**src/pcr_defs.vh**
```
// Constants for the class result and auto-class control register bank
`ifndef PCR_DEFS_VH
`define PCR_DEFS_VH

// ***************************************************************
// Register command codes
// ***************************************************************
`define PCR_CMD_CH1_CLASS     8'h4c
`define PCR_CMD_CH2_CLASS     8'h4d
`define PCR_CMD_CH3_CLASS     8'h4e
`define PCR_CMD_CH4_CLASS     8'h4f
`define PCR_CMD_AUTOCLASS     8'h50

// ***************************************************************
// Field layout and reset values
// ***************************************************************
`define PCR_ASSIGNED_HI       7
`define PCR_ASSIGNED_LO       4
`define PCR_PREVIOUS_HI       3
`define PCR_PREVIOUS_LO       0
`define PCR_MAC_HI            7
`define PCR_MAC_LO            4
`define PCR_AAC_HI            3
`define PCR_AAC_LO            0
`define PCR_RST_BYTE          8'h00
`define PCR_RST_NIB           4'h0

// ***************************************************************
// Class codes
// ***************************************************************
`define PCR_CLS_UNKNOWN       4'h0
`define PCR_CLS_1             4'h1
`define PCR_CLS_3             4'h3
`define PCR_CLS_4             4'h4
`define PCR_CLS_0_PREV        4'h6
`define PCR_CLS_5_SS          4'h8
`define PCR_CLS_8_SS          4'hb
`define PCR_CLS_5_DS          4'hd

// ***************************************************************
// Timing (microseconds) and clock rate (kHz)
// ***************************************************************
`define PCR_CLK_KHZ           50000
`define PCR_T_ASSIGN_US       5000
`define PCR_T_MACSTART_US     10000
`define PCR_T_MACCLR_US       1000
`define PCR_T_ADJUST_US       5000

`endif

```
**src/pcr_chan_class.v**
```verilog
// One channel's assigned and previous class fields with deadline timer
`timescale 1ns/100ps
`include "pcr_defs.vh"

module pcr_chan_class #(
  parameter DLY_CYC = 250000
) (
  // Clock and reset
  input  wire       ref_clk,
  input  wire       sys_rst,
  // Channel events
  input  wire       chan_off,
  input  wire       class_load,
  input  wire [3:0] class_code,
  input  wire       prev_load,
  input  wire [3:0] prev_code,
  // Field contents
  output reg  [3:0] assigned_class_field,
  output reg  [3:0] previous_class_field
);

  // ***************************************************************
  // Class mapping
  // ***************************************************************
  // Class 0 loads are recorded as class 3; reserved codes become unknown
  function [3:0] map_assigned;
    input [3:0] c;
    begin
      if (c == `PCR_CLS_0_PREV)
        map_assigned = `PCR_CLS_3;
      else if ((c >= `PCR_CLS_1 && c <= `PCR_CLS_4) ||
               (c >= `PCR_CLS_5_SS && c <= `PCR_CLS_8_SS) || c == `PCR_CLS_5_DS)
        map_assigned = c;
      else
        map_assigned = `PCR_CLS_UNKNOWN;
    end
  endfunction

  // Previous field accepts class 0 code as well
  function [3:0] map_previous;
    input [3:0] c;
    begin
      if (c == `PCR_CLS_0_PREV || (c >= `PCR_CLS_1 && c <= `PCR_CLS_4) ||
          (c >= `PCR_CLS_5_SS && c <= `PCR_CLS_8_SS) || c == `PCR_CLS_5_DS)
        map_previous = c;
      else
        map_previous = `PCR_CLS_UNKNOWN;
    end
  endfunction

  // ***************************************************************
  // Pending write with a bounded delay
  // ***************************************************************
  reg        pend_r;
  reg [3:0]  pend_code_r;
  reg [17:0] cnt_r;

  // Posting one cycle later keeps well inside the deadline; counter bounds it
  always @(posedge ref_clk) begin
    if (sys_rst) begin
      pend_r               <= 1'b0;
      pend_code_r          <= `PCR_RST_NIB;
      cnt_r                <= 18'h0;
      assigned_class_field <= `PCR_RST_NIB;
      previous_class_field <= `PCR_RST_NIB;
    end else if (chan_off) begin
      pend_r               <= 1'b0;
      cnt_r                <= 18'h0;
      assigned_class_field <= `PCR_RST_NIB;
      previous_class_field <= `PCR_RST_NIB;
    end else begin
      if (class_load) begin
        pend_r      <= 1'b1;
        pend_code_r <= map_assigned(class_code);
        cnt_r       <= 18'h0;
      end else if (pend_r) begin
        if (cnt_r == 18'h0 || cnt_r >= DLY_CYC[17:0] - 18'h1) begin
          assigned_class_field <= pend_code_r;
          pend_r               <= 1'b0;
        end
        cnt_r <= cnt_r + 18'h1;
      end
      if (prev_load)
        previous_class_field <= map_previous(prev_code);
    end
  end

endmodule // pcr_chan_class

```
**src/pcr_class_ctrl.v**
```verilog
// Class result and auto-class control register bank for four channels
`timescale 1ns/100ps
`include "pcr_defs.vh"

module pcr_class_ctrl #(
  parameter NCH         = 4,
  parameter ASSIGN_CYC  = `PCR_T_ASSIGN_US * (`PCR_CLK_KHZ / 1000),
  parameter MACSTART_CYC = `PCR_T_MACSTART_US * (`PCR_CLK_KHZ / 1000),
  parameter MACCLR_CYC  = `PCR_T_MACCLR_US * (`PCR_CLK_KHZ / 1000),
  parameter ADJUST_CYC  = `PCR_T_ADJUST_US * (`PCR_CLK_KHZ / 1000)
) (
  // Clock and reset
  input  wire           ref_clk,
  input  wire           sys_rst,
  // Command-addressed register access
  input  wire           reg_wr,
  input  wire           reg_rd,
  input  wire [7:0]     reg_cmd,
  input  wire [7:0]     reg_wdata,
  output reg  [7:0]     reg_rdata,
  output wire           reg_hit,
  // Channel status from the port sequencer
  input  wire [NCH-1:0] chan_off,
  input  wire [NCH-1:0] chan_turn_on,
  input  wire [NCH-1:0] chan_manual_mode,
  input  wire [NCH-1:0] chan_semi_auto,
  input  wire [NCH-1:0] detect_enable,
  input  wire [NCH-1:0] class_enable,
  input  wire [NCH-1:0] alloc_15w,
  input  wire [NCH-1:0] four_pair_ss,
  input  wire [NCH-1:0] class_done,
  input  wire [NCH*4-1:0] alloc_class,
  input  wire [NCH*4-1:0] prev_3f_class,
  // Auto-class measurement engine
  output wire [NCH-1:0] autoclass_start,
  input  wire [NCH-1:0] autoclass_power_result_wr,
  input  wire [NCH-1:0] autoclass_meas_end,
  output wire [NCH-1:0] pcut_adjust_req,
  // Flags and fields
  output wire [NCH-1:0] class_cycle_done_flag,
  output wire [NCH*4-1:0] assigned_class_out,
  output wire [NCH-1:0] autoclass_auto_adjust_en
);

  // ***************************************************************
  // Auto-class control register
  // ***************************************************************
  reg  [NCH-1:0] manual_autoclass_request;
  reg  [NCH-1:0] aac_r;
  reg  [NCH-1:0] clr_pend_r;
  reg  [NCH-1:0] start_done_r;
  wire [NCH-1:0] pair_load;
  wire [3:0]     ac_field [0:NCH-1];
  wire [3:0]     pc_field [0:NCH-1];
  wire           wr_ctrl;
  integer        i;

  assign wr_ctrl                  = reg_wr && (reg_cmd == `PCR_CMD_AUTOCLASS);
  assign autoclass_auto_adjust_en = aac_r;
  // Measurement starts the cycle after the request is seen, well under its deadline
  assign autoclass_start          = manual_autoclass_request & ~start_done_r;
  // Power cut follows the result at the end of the measurement period
  assign pcut_adjust_req          = autoclass_meas_end & aac_r;
  assign class_cycle_done_flag    = class_done;

  // Hardware clear wins only where documented; host set in same cycle loses
  always @(posedge ref_clk) begin
    if (sys_rst) begin
      manual_autoclass_request <= {NCH{1'b0}};
      aac_r                    <= {NCH{1'b0}};
      clr_pend_r               <= {NCH{1'b0}};
      start_done_r             <= {NCH{1'b0}};
    end else begin
      if (wr_ctrl) begin
        manual_autoclass_request <= reg_wdata[`PCR_MAC_HI:`PCR_MAC_LO];
        aac_r                    <= reg_wdata[`PCR_AAC_HI:`PCR_AAC_LO];
        start_done_r             <= {NCH{1'b0}};
      end
      for (i = 0; i < NCH; i = i + 1) begin
        if (manual_autoclass_request[i] && !start_done_r[i] && !wr_ctrl)
          start_done_r[i] <= 1'b1;
        if (autoclass_power_result_wr[i] && manual_autoclass_request[i])
          clr_pend_r[i] <= 1'b1;
        if (clr_pend_r[i]) begin
          manual_autoclass_request[i] <= 1'b0;
          clr_pend_r[i]               <= 1'b0;
          start_done_r[i]             <= 1'b0;
        end
        if (chan_turn_on[i] || chan_off[i]) begin
          manual_autoclass_request[i] <= 1'b0;
          start_done_r[i]             <= 1'b0;
          clr_pend_r[i]               <= 1'b0;
        end
      end
    end
  end

  // ***************************************************************
  // Per-channel class fields
  // ***************************************************************
  // Allocation-limited class loaded only from automatic modes
  genvar g;
  generate
    for (g = 0; g < NCH; g = g + 1) begin : g_ch
      // Single-signature pair partner shares the measured channel's class
      assign pair_load[g] = class_done[g] ||
                            (four_pair_ss[g] && class_done[g ^ 1]);
      pcr_chan_class #(
        .DLY_CYC (ASSIGN_CYC)
      ) u_chan (
        .ref_clk              (ref_clk),
        .sys_rst              (sys_rst),
        .chan_off             (chan_off[g]),
        .class_load           (pair_load[g] && !chan_manual_mode[g]),
        .class_code           (four_pair_ss[g] && !class_done[g] ?
                               alloc_class[(g^1)*4 +: 4] : alloc_class[g*4 +: 4]),
        .prev_load            (chan_turn_on[g] && alloc_15w[g] && chan_semi_auto[g] &&
                               detect_enable[g] && class_enable[g]),
        .prev_code            (prev_3f_class[g*4 +: 4]),
        .assigned_class_field (ac_field[g]),
        .previous_class_field (pc_field[g])
      );
      assign assigned_class_out[g*4 +: 4] = ac_field[g];
    end
  endgenerate

  // ***************************************************************
  // Read path
  // ***************************************************************
  // Writes to result registers are decoded but change nothing
  assign reg_hit = (reg_cmd >= `PCR_CMD_CH1_CLASS) && (reg_cmd <= `PCR_CMD_AUTOCLASS);

  // Read data registered; reads never alter state
  always @(posedge ref_clk) begin
    if (sys_rst)
      reg_rdata <= `PCR_RST_BYTE;
    else if (reg_rd) begin
      case (reg_cmd)
        `PCR_CMD_CH1_CLASS: reg_rdata <= {ac_field[0], pc_field[0]};
        `PCR_CMD_CH2_CLASS: reg_rdata <= {ac_field[1], pc_field[1]};
        `PCR_CMD_CH3_CLASS: reg_rdata <= {ac_field[2], pc_field[2]};
        `PCR_CMD_CH4_CLASS: reg_rdata <= {ac_field[3], pc_field[3]};
        `PCR_CMD_AUTOCLASS: reg_rdata <= {manual_autoclass_request, aac_r};
        default:            reg_rdata <= `PCR_RST_BYTE;
      endcase
    end
  end

endmodule // pcr_class_ctrl

```
**config.mk**
```make
export PLATFORM = sky130hd
export DESIGN_NAME = pcr_class_ctrl
export DESIGN_NICKNAME = d
export VERILOG_FILES = /design/src/pcr_chan_class.v /design/src/pcr_class_ctrl.v
export VERILOG_INCLUDE_DIRS = /design/src
export SDC_FILE = /design/constraint.sdc
export NUM_CORES = 1
export LEC_CHECK = 0
export BUFFER_PORTS_ARGS = -buffer_cell sky130_fd_sc_hd__buf_2
export CORE_MARGIN = 1
export CORE_UTILIZATION = 60
export CTS_CLUSTER_SIZE = 14
export DETAILED_ROUTE_END_ITERATION = 8
export PLACE_DENSITY_LB_ADDON = 0.15
export SYNTH_ARGS = -nofsm -noshare
export SYNTH_HDL_FRONTEND = slang
export SYNTH_SLANG_ARGS = --single-unit
```
**constraint.sdc**
```tcl
create_clock -name ref_clk -period 2.6 [get_ports ref_clk]
set_input_delay 0.13 -clock ref_clk [delete_from_list [all_inputs] [get_ports ref_clk]]
set_output_delay 0.13 -clock ref_clk [all_outputs]
set_load 0.03 [all_outputs]
```
Yosys cells after proc, flatten, opt, wreduce, memory -nomap -nowiden --
Index checks and enable logic that the tools add are counted.
Cells by class: bitwise gates (word level) 11, $add $sub $neg 4, order comparisons 38, eq/ne operators 21, reduce and logical (&&, ||, !) cells 131, muxes and demuxes 38
Operators with widths (number):
- $add A18 B1 Y18 const B | 4
- $ge A18 B18 Y1 const B | 4
- $logic_not A18 Y1 | 4
- $mux W4 | 17
- $logic_and A1 B1 Y1 | 58
- $eq A8 B7 Y1 const B | 5
- $pmux W8 S5 | 1
- $eq A4 B3 Y1 const B | 8
- $eq A4 B4 Y1 const B | 8
- $ge A4 B1 Y1 const B | 8
- $ge A4 B4 Y1 const B | 8
- $le A4 B3 Y1 const B | 8
- $le A4 B4 Y1 const B | 8
- $logic_or A1 B1 Y1 | 32
- $reduce_or A3 Y1 | 8
- $mux W1 | 20
- $logic_not A1 Y1 | 13
- $reduce_and A3 Y1 | 4
- $and A4 B4 Y4 | 2
- $ge A8 B7 Y1 const B | 1
- $le A8 B7 Y1 const B | 1
- $not A1 Y1 | 8
- $reduce_and A2 Y1 | 4
- $reduce_bool A2 Y1 | 4
- other kinds (2) | 5
Storage, ports and cells: register bits 148

Longest topological paths before layout --
depth in word-level cells 9, mapped depth 8, mapped depth without buffers 7

Modules after synthesis --
Synthesis repeated with hierarchy kept, for this count alone.
Unflattened totals: cell total of the unflattened synthesis 846, area, all modules 7317.0 um2
Modules (own cells, without submodules):
- pcr_chan_class | cells each 170, times used 4, area each 1433.9 um2
- pcr_class_ctrl | cells each 166, times used 1, area each 1581.5 um2

Worst setup path after synthesis --
Ideal clock, no wire load.
path kind register to register, start point register g_ch[0].u_chan.cnt_r[0], end point register g_ch[0].u_chan.pend_r, period minus slack after synthesis 1.742 ns, data required time 2.473 ns, setup slack 0.858 ns, stages on the path, launching flop included 8, arrival time 1.615 ns, path buffers 0, cell sequence dfxtp_1 > inv_1 > ha_1 > or4b_2 > nor3_1 > and2_1 > o32a_1 > nor2_1
On the way: cells in the longest elaborated chain, start to end 5
Ends and longest elaborated chain:
- start, declared | line pcr_chan_class.v:56 | reg [17:0] cnt_r;
- start signal, assigned | line pcr_chan_class.v:81 | cnt_r <= cnt_r + 18'h1;
- $ge A18 B18 Y1 / $logic_not A18 Y1 (equally long branches) | line pcr_chan_class.v:77 | if (cnt_r == 18'h0 || cnt_r >= DLY_CYC[17:0] - 18'h1) begin
- $logic_or A1 B1 Y1 * | line pcr_chan_class.v:77
- $mux W1 * | line pcr_chan_class.v:77
- $mux W1 * | line pcr_chan_class.v:76 | end else if (pend_r) begin
- $mux W1 * | line pcr_chan_class.v:72 | if (class_load) begin
- end signal, assigned | line pcr_chan_class.v:67 | pend_r <= 1'b0;
- end signal, assigned | line pcr_chan_class.v:73 | pend_r <= 1'b1;
- end signal, assigned | line pcr_chan_class.v:79 | pend_r <= 1'b0;
- end, declared | line pcr_chan_class.v:54 | reg pend_r;
Mark *: on every way between the ends. The rest lies on a longest branch, timed or not. A chain may end at the register's enable or synchronous reset.

Worst setup path after layout --
start point register g_ch[2].u_chan.cnt_r[0], end point register g_ch[2].u_chan.assigned_class_field[2]
On the way: cells in the longest elaborated chain, start to end 3
Ends and longest elaborated chain:
- start, declared | line pcr_chan_class.v:56
- start signal, assigned | line pcr_chan_class.v:81
- $ge A18 B18 Y1 / $logic_not A18 Y1 (equally long branches) | line pcr_chan_class.v:77
- $logic_or A1 B1 Y1 * | line pcr_chan_class.v:77
- $reduce_and A3 Y1 (no line) *
- end signal, assigned | line pcr_chan_class.v:64 | assigned_class_field <= `PCR_RST_NIB;
- end signal, assigned | line pcr_chan_class.v:69 | assigned_class_field <= `PCR_RST_NIB;
- end signal, assigned | line pcr_chan_class.v:78 | assigned_class_field <= pend_code_r;
- end, declared | line pcr_chan_class.v:18 | output reg [3:0] assigned_class_field,
Marked as above.

==> results_tabular.tex <==
\begin{tabular}{lr}
\hline
Metric & Value \\
\hline
\multicolumn{2}{l}{\textbf{Drt}} \\
\quad Number of DRC markers in iteration 0 & 496 \\
\quad Remaining DRCs & 14 \\
\quad Total number of vias & 6825 \\
\quad Number of vias per cell & 5.804 \\
\quad Average wire length per cell after detail routing & 15.14 um \\
\quad Overall routed net length & 17.81 mm \\
\quad Number of search-and-repair iterations in the first detailed-routing pass & 7 \\
\quad Antenna violation net count after detailed routing & 0 \\
\multicolumn{2}{l}{\textbf{Synthesis}} \\
\quad Number of distinct standard cells referenced by the synthesized netlist & 61 \\
\quad Synthesized area divided by synthesized cell count & 8.371 sq um \\
\quad Area of the mapped netlist & 0.007274 sq mm \\
\quad \#FFs+latches synth & 148 \\
\quad EDFF count, synth & 0 \\
\quad Synthesized net count & 973 \\
\quad Most area-hungry cell type in the Yosys netlist & dfxtp\_1 \\
\quad Number of instances in the synthesized netlist & 869 \\
\quad Share of the synthesized area in the top cell type & 0.4073 \\
\quad Most used flip-flop cell after synthesis & dfxtp\_1 \\
\quad Fraction of the yosys area taken by sequential cells & 0.4073 \\
\quad Ys Warns & 0 \\
\quad Cells taking the most area after synthesis & dfxtp\_1 (41\%), xor2\_1 (5.8\%), nor2\_1 (5.6\%) \\
\quad Share of synthesized registers carrying an async set or reset & 0 \\
\multicolumn{2}{l}{\textbf{CTS}} \\
\quad Post CTS Setup Buffer Count & 0 \\
\quad CTS root buf & clkbuf\_16 \\
\quad CTS tree & yes \\
\quad Source-to-sink clock delay at the later pin of the worst-skew pair & 0.42 ns \\
\quad Number of gates resized after CTS & 0 \\
\quad CTS H-tree depth & 4 \\
\quad Maximum count of clock buffers along a single path & 2 \\
\quad Total clock buffers created by CTS & 17 \\
\quad Reg clk slew, reported paths & 0.06 ns \\
\quad Clk sink count & 148 \\
\multicolumn{2}{l}{\textbf{Worst setup path}} \\
\quad Critical path, cell by cell & ha\_1, nand3\_1, a2111o\_1, a211oi\_1, o21ai\_0, a21oi\_1 \\
\quad Startpoint type of the worst setup path & flop \\
\quad Category of the worst setup path capture point & flop \\
\quad Type of the worst setup path & reg2reg \\
\quad Standard cell with the maximum stage delay on the critical path & a2111o\_1 \\
\quad Biggest cell delay along the critical path & 0.47 ns \\
\quad Largest driver fanout on the critical path & 4 \\
\quad Data arrival time of the critical path & 2.28 ns \\
\quad Required time reported for the critical path endpoint & 2.95 ns \\
\quad Setup slack, reg-to-reg & 0.67 ns \\
\multicolumn{2}{l}{\textbf{STA}} \\
\quad Post-layout min period & 1.934 ns \\
\quad Post-route setup TNS & 0 ns \\
\quad Total setup violations reported at the end of the flow & 0 \\
\quad Maximum frequency from static timing analysis & 517.0 MHz \\
\quad Final hold vios & 0 \\
\quad Setup ws final & 0.6659 ns \\
\quad Setup repair after global routing missed its margin & false \\
\quad Clock skew after layout & 0.003988 ns \\
\quad Count of pins over their slew limit & 0 \\
\quad Part of the cycle the worst path needs & 0.7439 \\
\quad Slew at the pin closest to its max-slew limit & 0.6573 ns \\
\quad Max-slew headroom & 0.5584 \\
\multicolumn{2}{l}{\textbf{Global routing}} \\
\quad Global-route wire length before repair & 29.57 mm \\
\quad Largest net degree at the start of global routing & 29 \\
\quad Overall fraction of global-route tracks in use & 0.2913 \\
\quad Global route total overflow & 0 \\
\quad Number of global-route vias before repair & 6326 \\
\quad Antenna violations before repair & 0 \\
\multicolumn{2}{l}{\textbf{Job}} \\
\quad MaxCap Viol Count & 0 \\
\multicolumn{2}{l}{\textbf{Die}} \\
\quad Width of the die & 112.1 um \\
\quad Top-level I/O count & 137 \\
\quad Area of the core & 0.01161 sq mm \\
\quad Die Y & 112.1 um \\
\quad Area of the die & 0.01257 sq mm \\
\quad Starting density of the core & 0.6264 \\
\quad Placement row count & 39 \\
\multicolumn{2}{l}{\textbf{Power and ir drop}} \\
\quad Worst IR Drop VDD & 0.4206 mV \\
\quad Leakage & 0.003382 uW \\
\quad Power per cell area & 569.5 mW/mm\^{}2 \\
\multicolumn{2}{l}{\textbf{Status}} \\
\quad Outcome & complete, but fails checks \\
\quad Failing checks & DRC \\
\multicolumn{2}{l}{\textbf{Final layout}} \\
\quad Post-synthesis to final-layout area growth & 21.17\% \\
\quad Share of the core filled with cells & 0.7590 \\
\quad Proportion of layout cells with a drive suffix above 1 & 0.1994 \\
\quad Number of nets in the layout & 1124 \\
\quad Fill cells & 901 \\
\quad \# diodes & 0 \\
\multicolumn{2}{l}{\textbf{Placement}} \\
\quad Worst slack at placement & 0.6633 ns \\
\quad Count of input and output buffers & 136 \\
\quad Detailed-placement wirelength estimate & 12.71 mm \\
\quad Final Wtd Congestion & 0.8211 \\
\multicolumn{2}{l}{\textbf{Min path}} \\
\quad Classification of the worst-slack hold path & in2reg \\
\hline
\end{tabular}
[final timing paths]
kind,startpoint,endpoint,cells after the start
setup / recovery,g_ch[2].u_chan.cnt_r[0],g_ch[2].u_chan.assigned_class_field[2],6
hold / removal,prev_3f_class[12],g_ch[3].u_chan.previous_class_field[0],3
setup reg to reg,g_ch[2].u_chan.cnt_r[0],g_ch[2].u_chan.assigned_class_field[2],6
hold reg to reg,reg_rdata[2],reg_rdata[2],2
[metrics by stage]
| stage | cell area, sq um | instances | hold slack, ns | total power, uW |
|---|---|---|---|---|
| final | 8815 | 1176 | 0.01435 | 5020 |
| after global routing | 8815 | 1176 | 0.01609 | 5193 |
| after CTS | 8815 | 1176 | 0.002365 | 5060 |
| after detailed placement | 8035 | 1124 | 0.3657 | 2656 |
| after global placement | 8035 | 1124 | 0.3600 | 2651 |
| after floorplan | 7274 | 869 | 0.2513 | 2524 |
[metal layers]
| layer | routed length, um | GRT usage | vias up |
|---|---|---|---|
| met3 | 959 | 0.05832 | 41 |
| met2 | 8354 | 0.4836 | 218 |
| met5 | 0 | 0 | - |
| met4 | 422 | 0.1102 | 0 |
| li1 | - | - | 3417 |
| met1 | 8069 | 0.3754 | 3149 |
[where the power goes]
part           internal, uW  total, uW  switching (uW)
clock network          1480       2380             901
logic                   152        343             192
registers              2280       2290            11.1
total                  3920       5020            1100
[worst max-delay path: cells and delay by family (launching register included)]
family | cells | cell delay [ns]
and+or+nand+nor | 1 | 0.10
adders and majority gates | 1 | 0.21
DFF | 1 | 0.38
AOI/OAI and AO/OA | 4 | 1.17
[cell usage after synthesis, types with 5 or more instances]
library cell  instances
mux2i_1              24
nor2b_1               7
buf_2                10
and4_1                7
or2_2                 6
a221oi_1              8
buf_4                 5
o21ai_0              35
nor2_1              109
nor3_1               21
a21oi_1              59
nand3_1              55
xnor2_1              20
inv_1                16
nand3b_1              6
nand2b_1              6
or4_1                 7
or3_1                15
o211ai_1             13
clkbuf_1             15
xor2_1               48
nand2_1              92
ha_1                  8
nand4_1              26
mux2_2               16
and3_1               19
dfxtp_1             148
and2_1                7
nor4_1                7
[cell usage in the layout, fill, tap and decap left out, drive strengths merged, types with 8 or more instances in the layout]
cell	count
dfxtp	148
buf	144
nor2	109
nand2	92
a21oi	60
nand3	55
xor2	48
o21ai	36
nand4	26
mux2i	24
clkbuf	23
nor3	22
and3	21
xnor2	20
dlygate4sd3	20
inv	17
mux2	16
or3	15
o211ai	13
and2	9
or4	9
a221oi	8
ha	8
[layout make-up]
class | count | area (sq um) | area share
Inverter | 16 | 60.06 | 0.006813
Tap cell | 143 | 178.9 | 0.02030
Clock inverter | 9 | 101.3 | 0.01150
Multi-Input combinational cell | 673 | 4093 | 0.4643
Clock buffer | 23 | 478.0 | 0.05422
Timing Repair Buffer | 164 | 940.9 | 0.1067
Sequential cell | 148 | 2963 | 0.3361
[what timing repair did]
action / in CTS / in global routing
hold buffers: 20 / 0
endpoints found under the hold margin: 20 / 0
endpoints found under the setup margin: 0 / 0
[registers in the layout, indices dropped and copies added (netlist names)]
signal,cells
g_ch.u_chan.cnt_r,72
g_ch.u_chan.assigned_class_field,16
g_ch.u_chan.pend_code_r,16
g_ch.u_chan.previous_class_field,16
reg_rdata,8
autoclass_auto_adjust_en,4
clr_pend_r,4
g_ch.u_chan.pend_r,4
manual_autoclass_request,4
start_done_r,4
[logic make-up (layout without fill, tap and decap cells)]
kind of cell / count (synthesis) / after routing / share of synthesized area
AOI/OAI and AO/OA: 154 / 154 / 0.1352
and+or+nand+nor: 403 / 403 / 0.2740
DFF: 148 / 148 / 0.4073
buffers and inverters: 48 / 212 / 0.03010
xor gates and xnor gates: 68 / 68 / 0.08187
muxes: 40 / 40 / 0.05779
adders and majority gates: 8 / 8 / 0.01376
(Power assumes the default switching activity.)
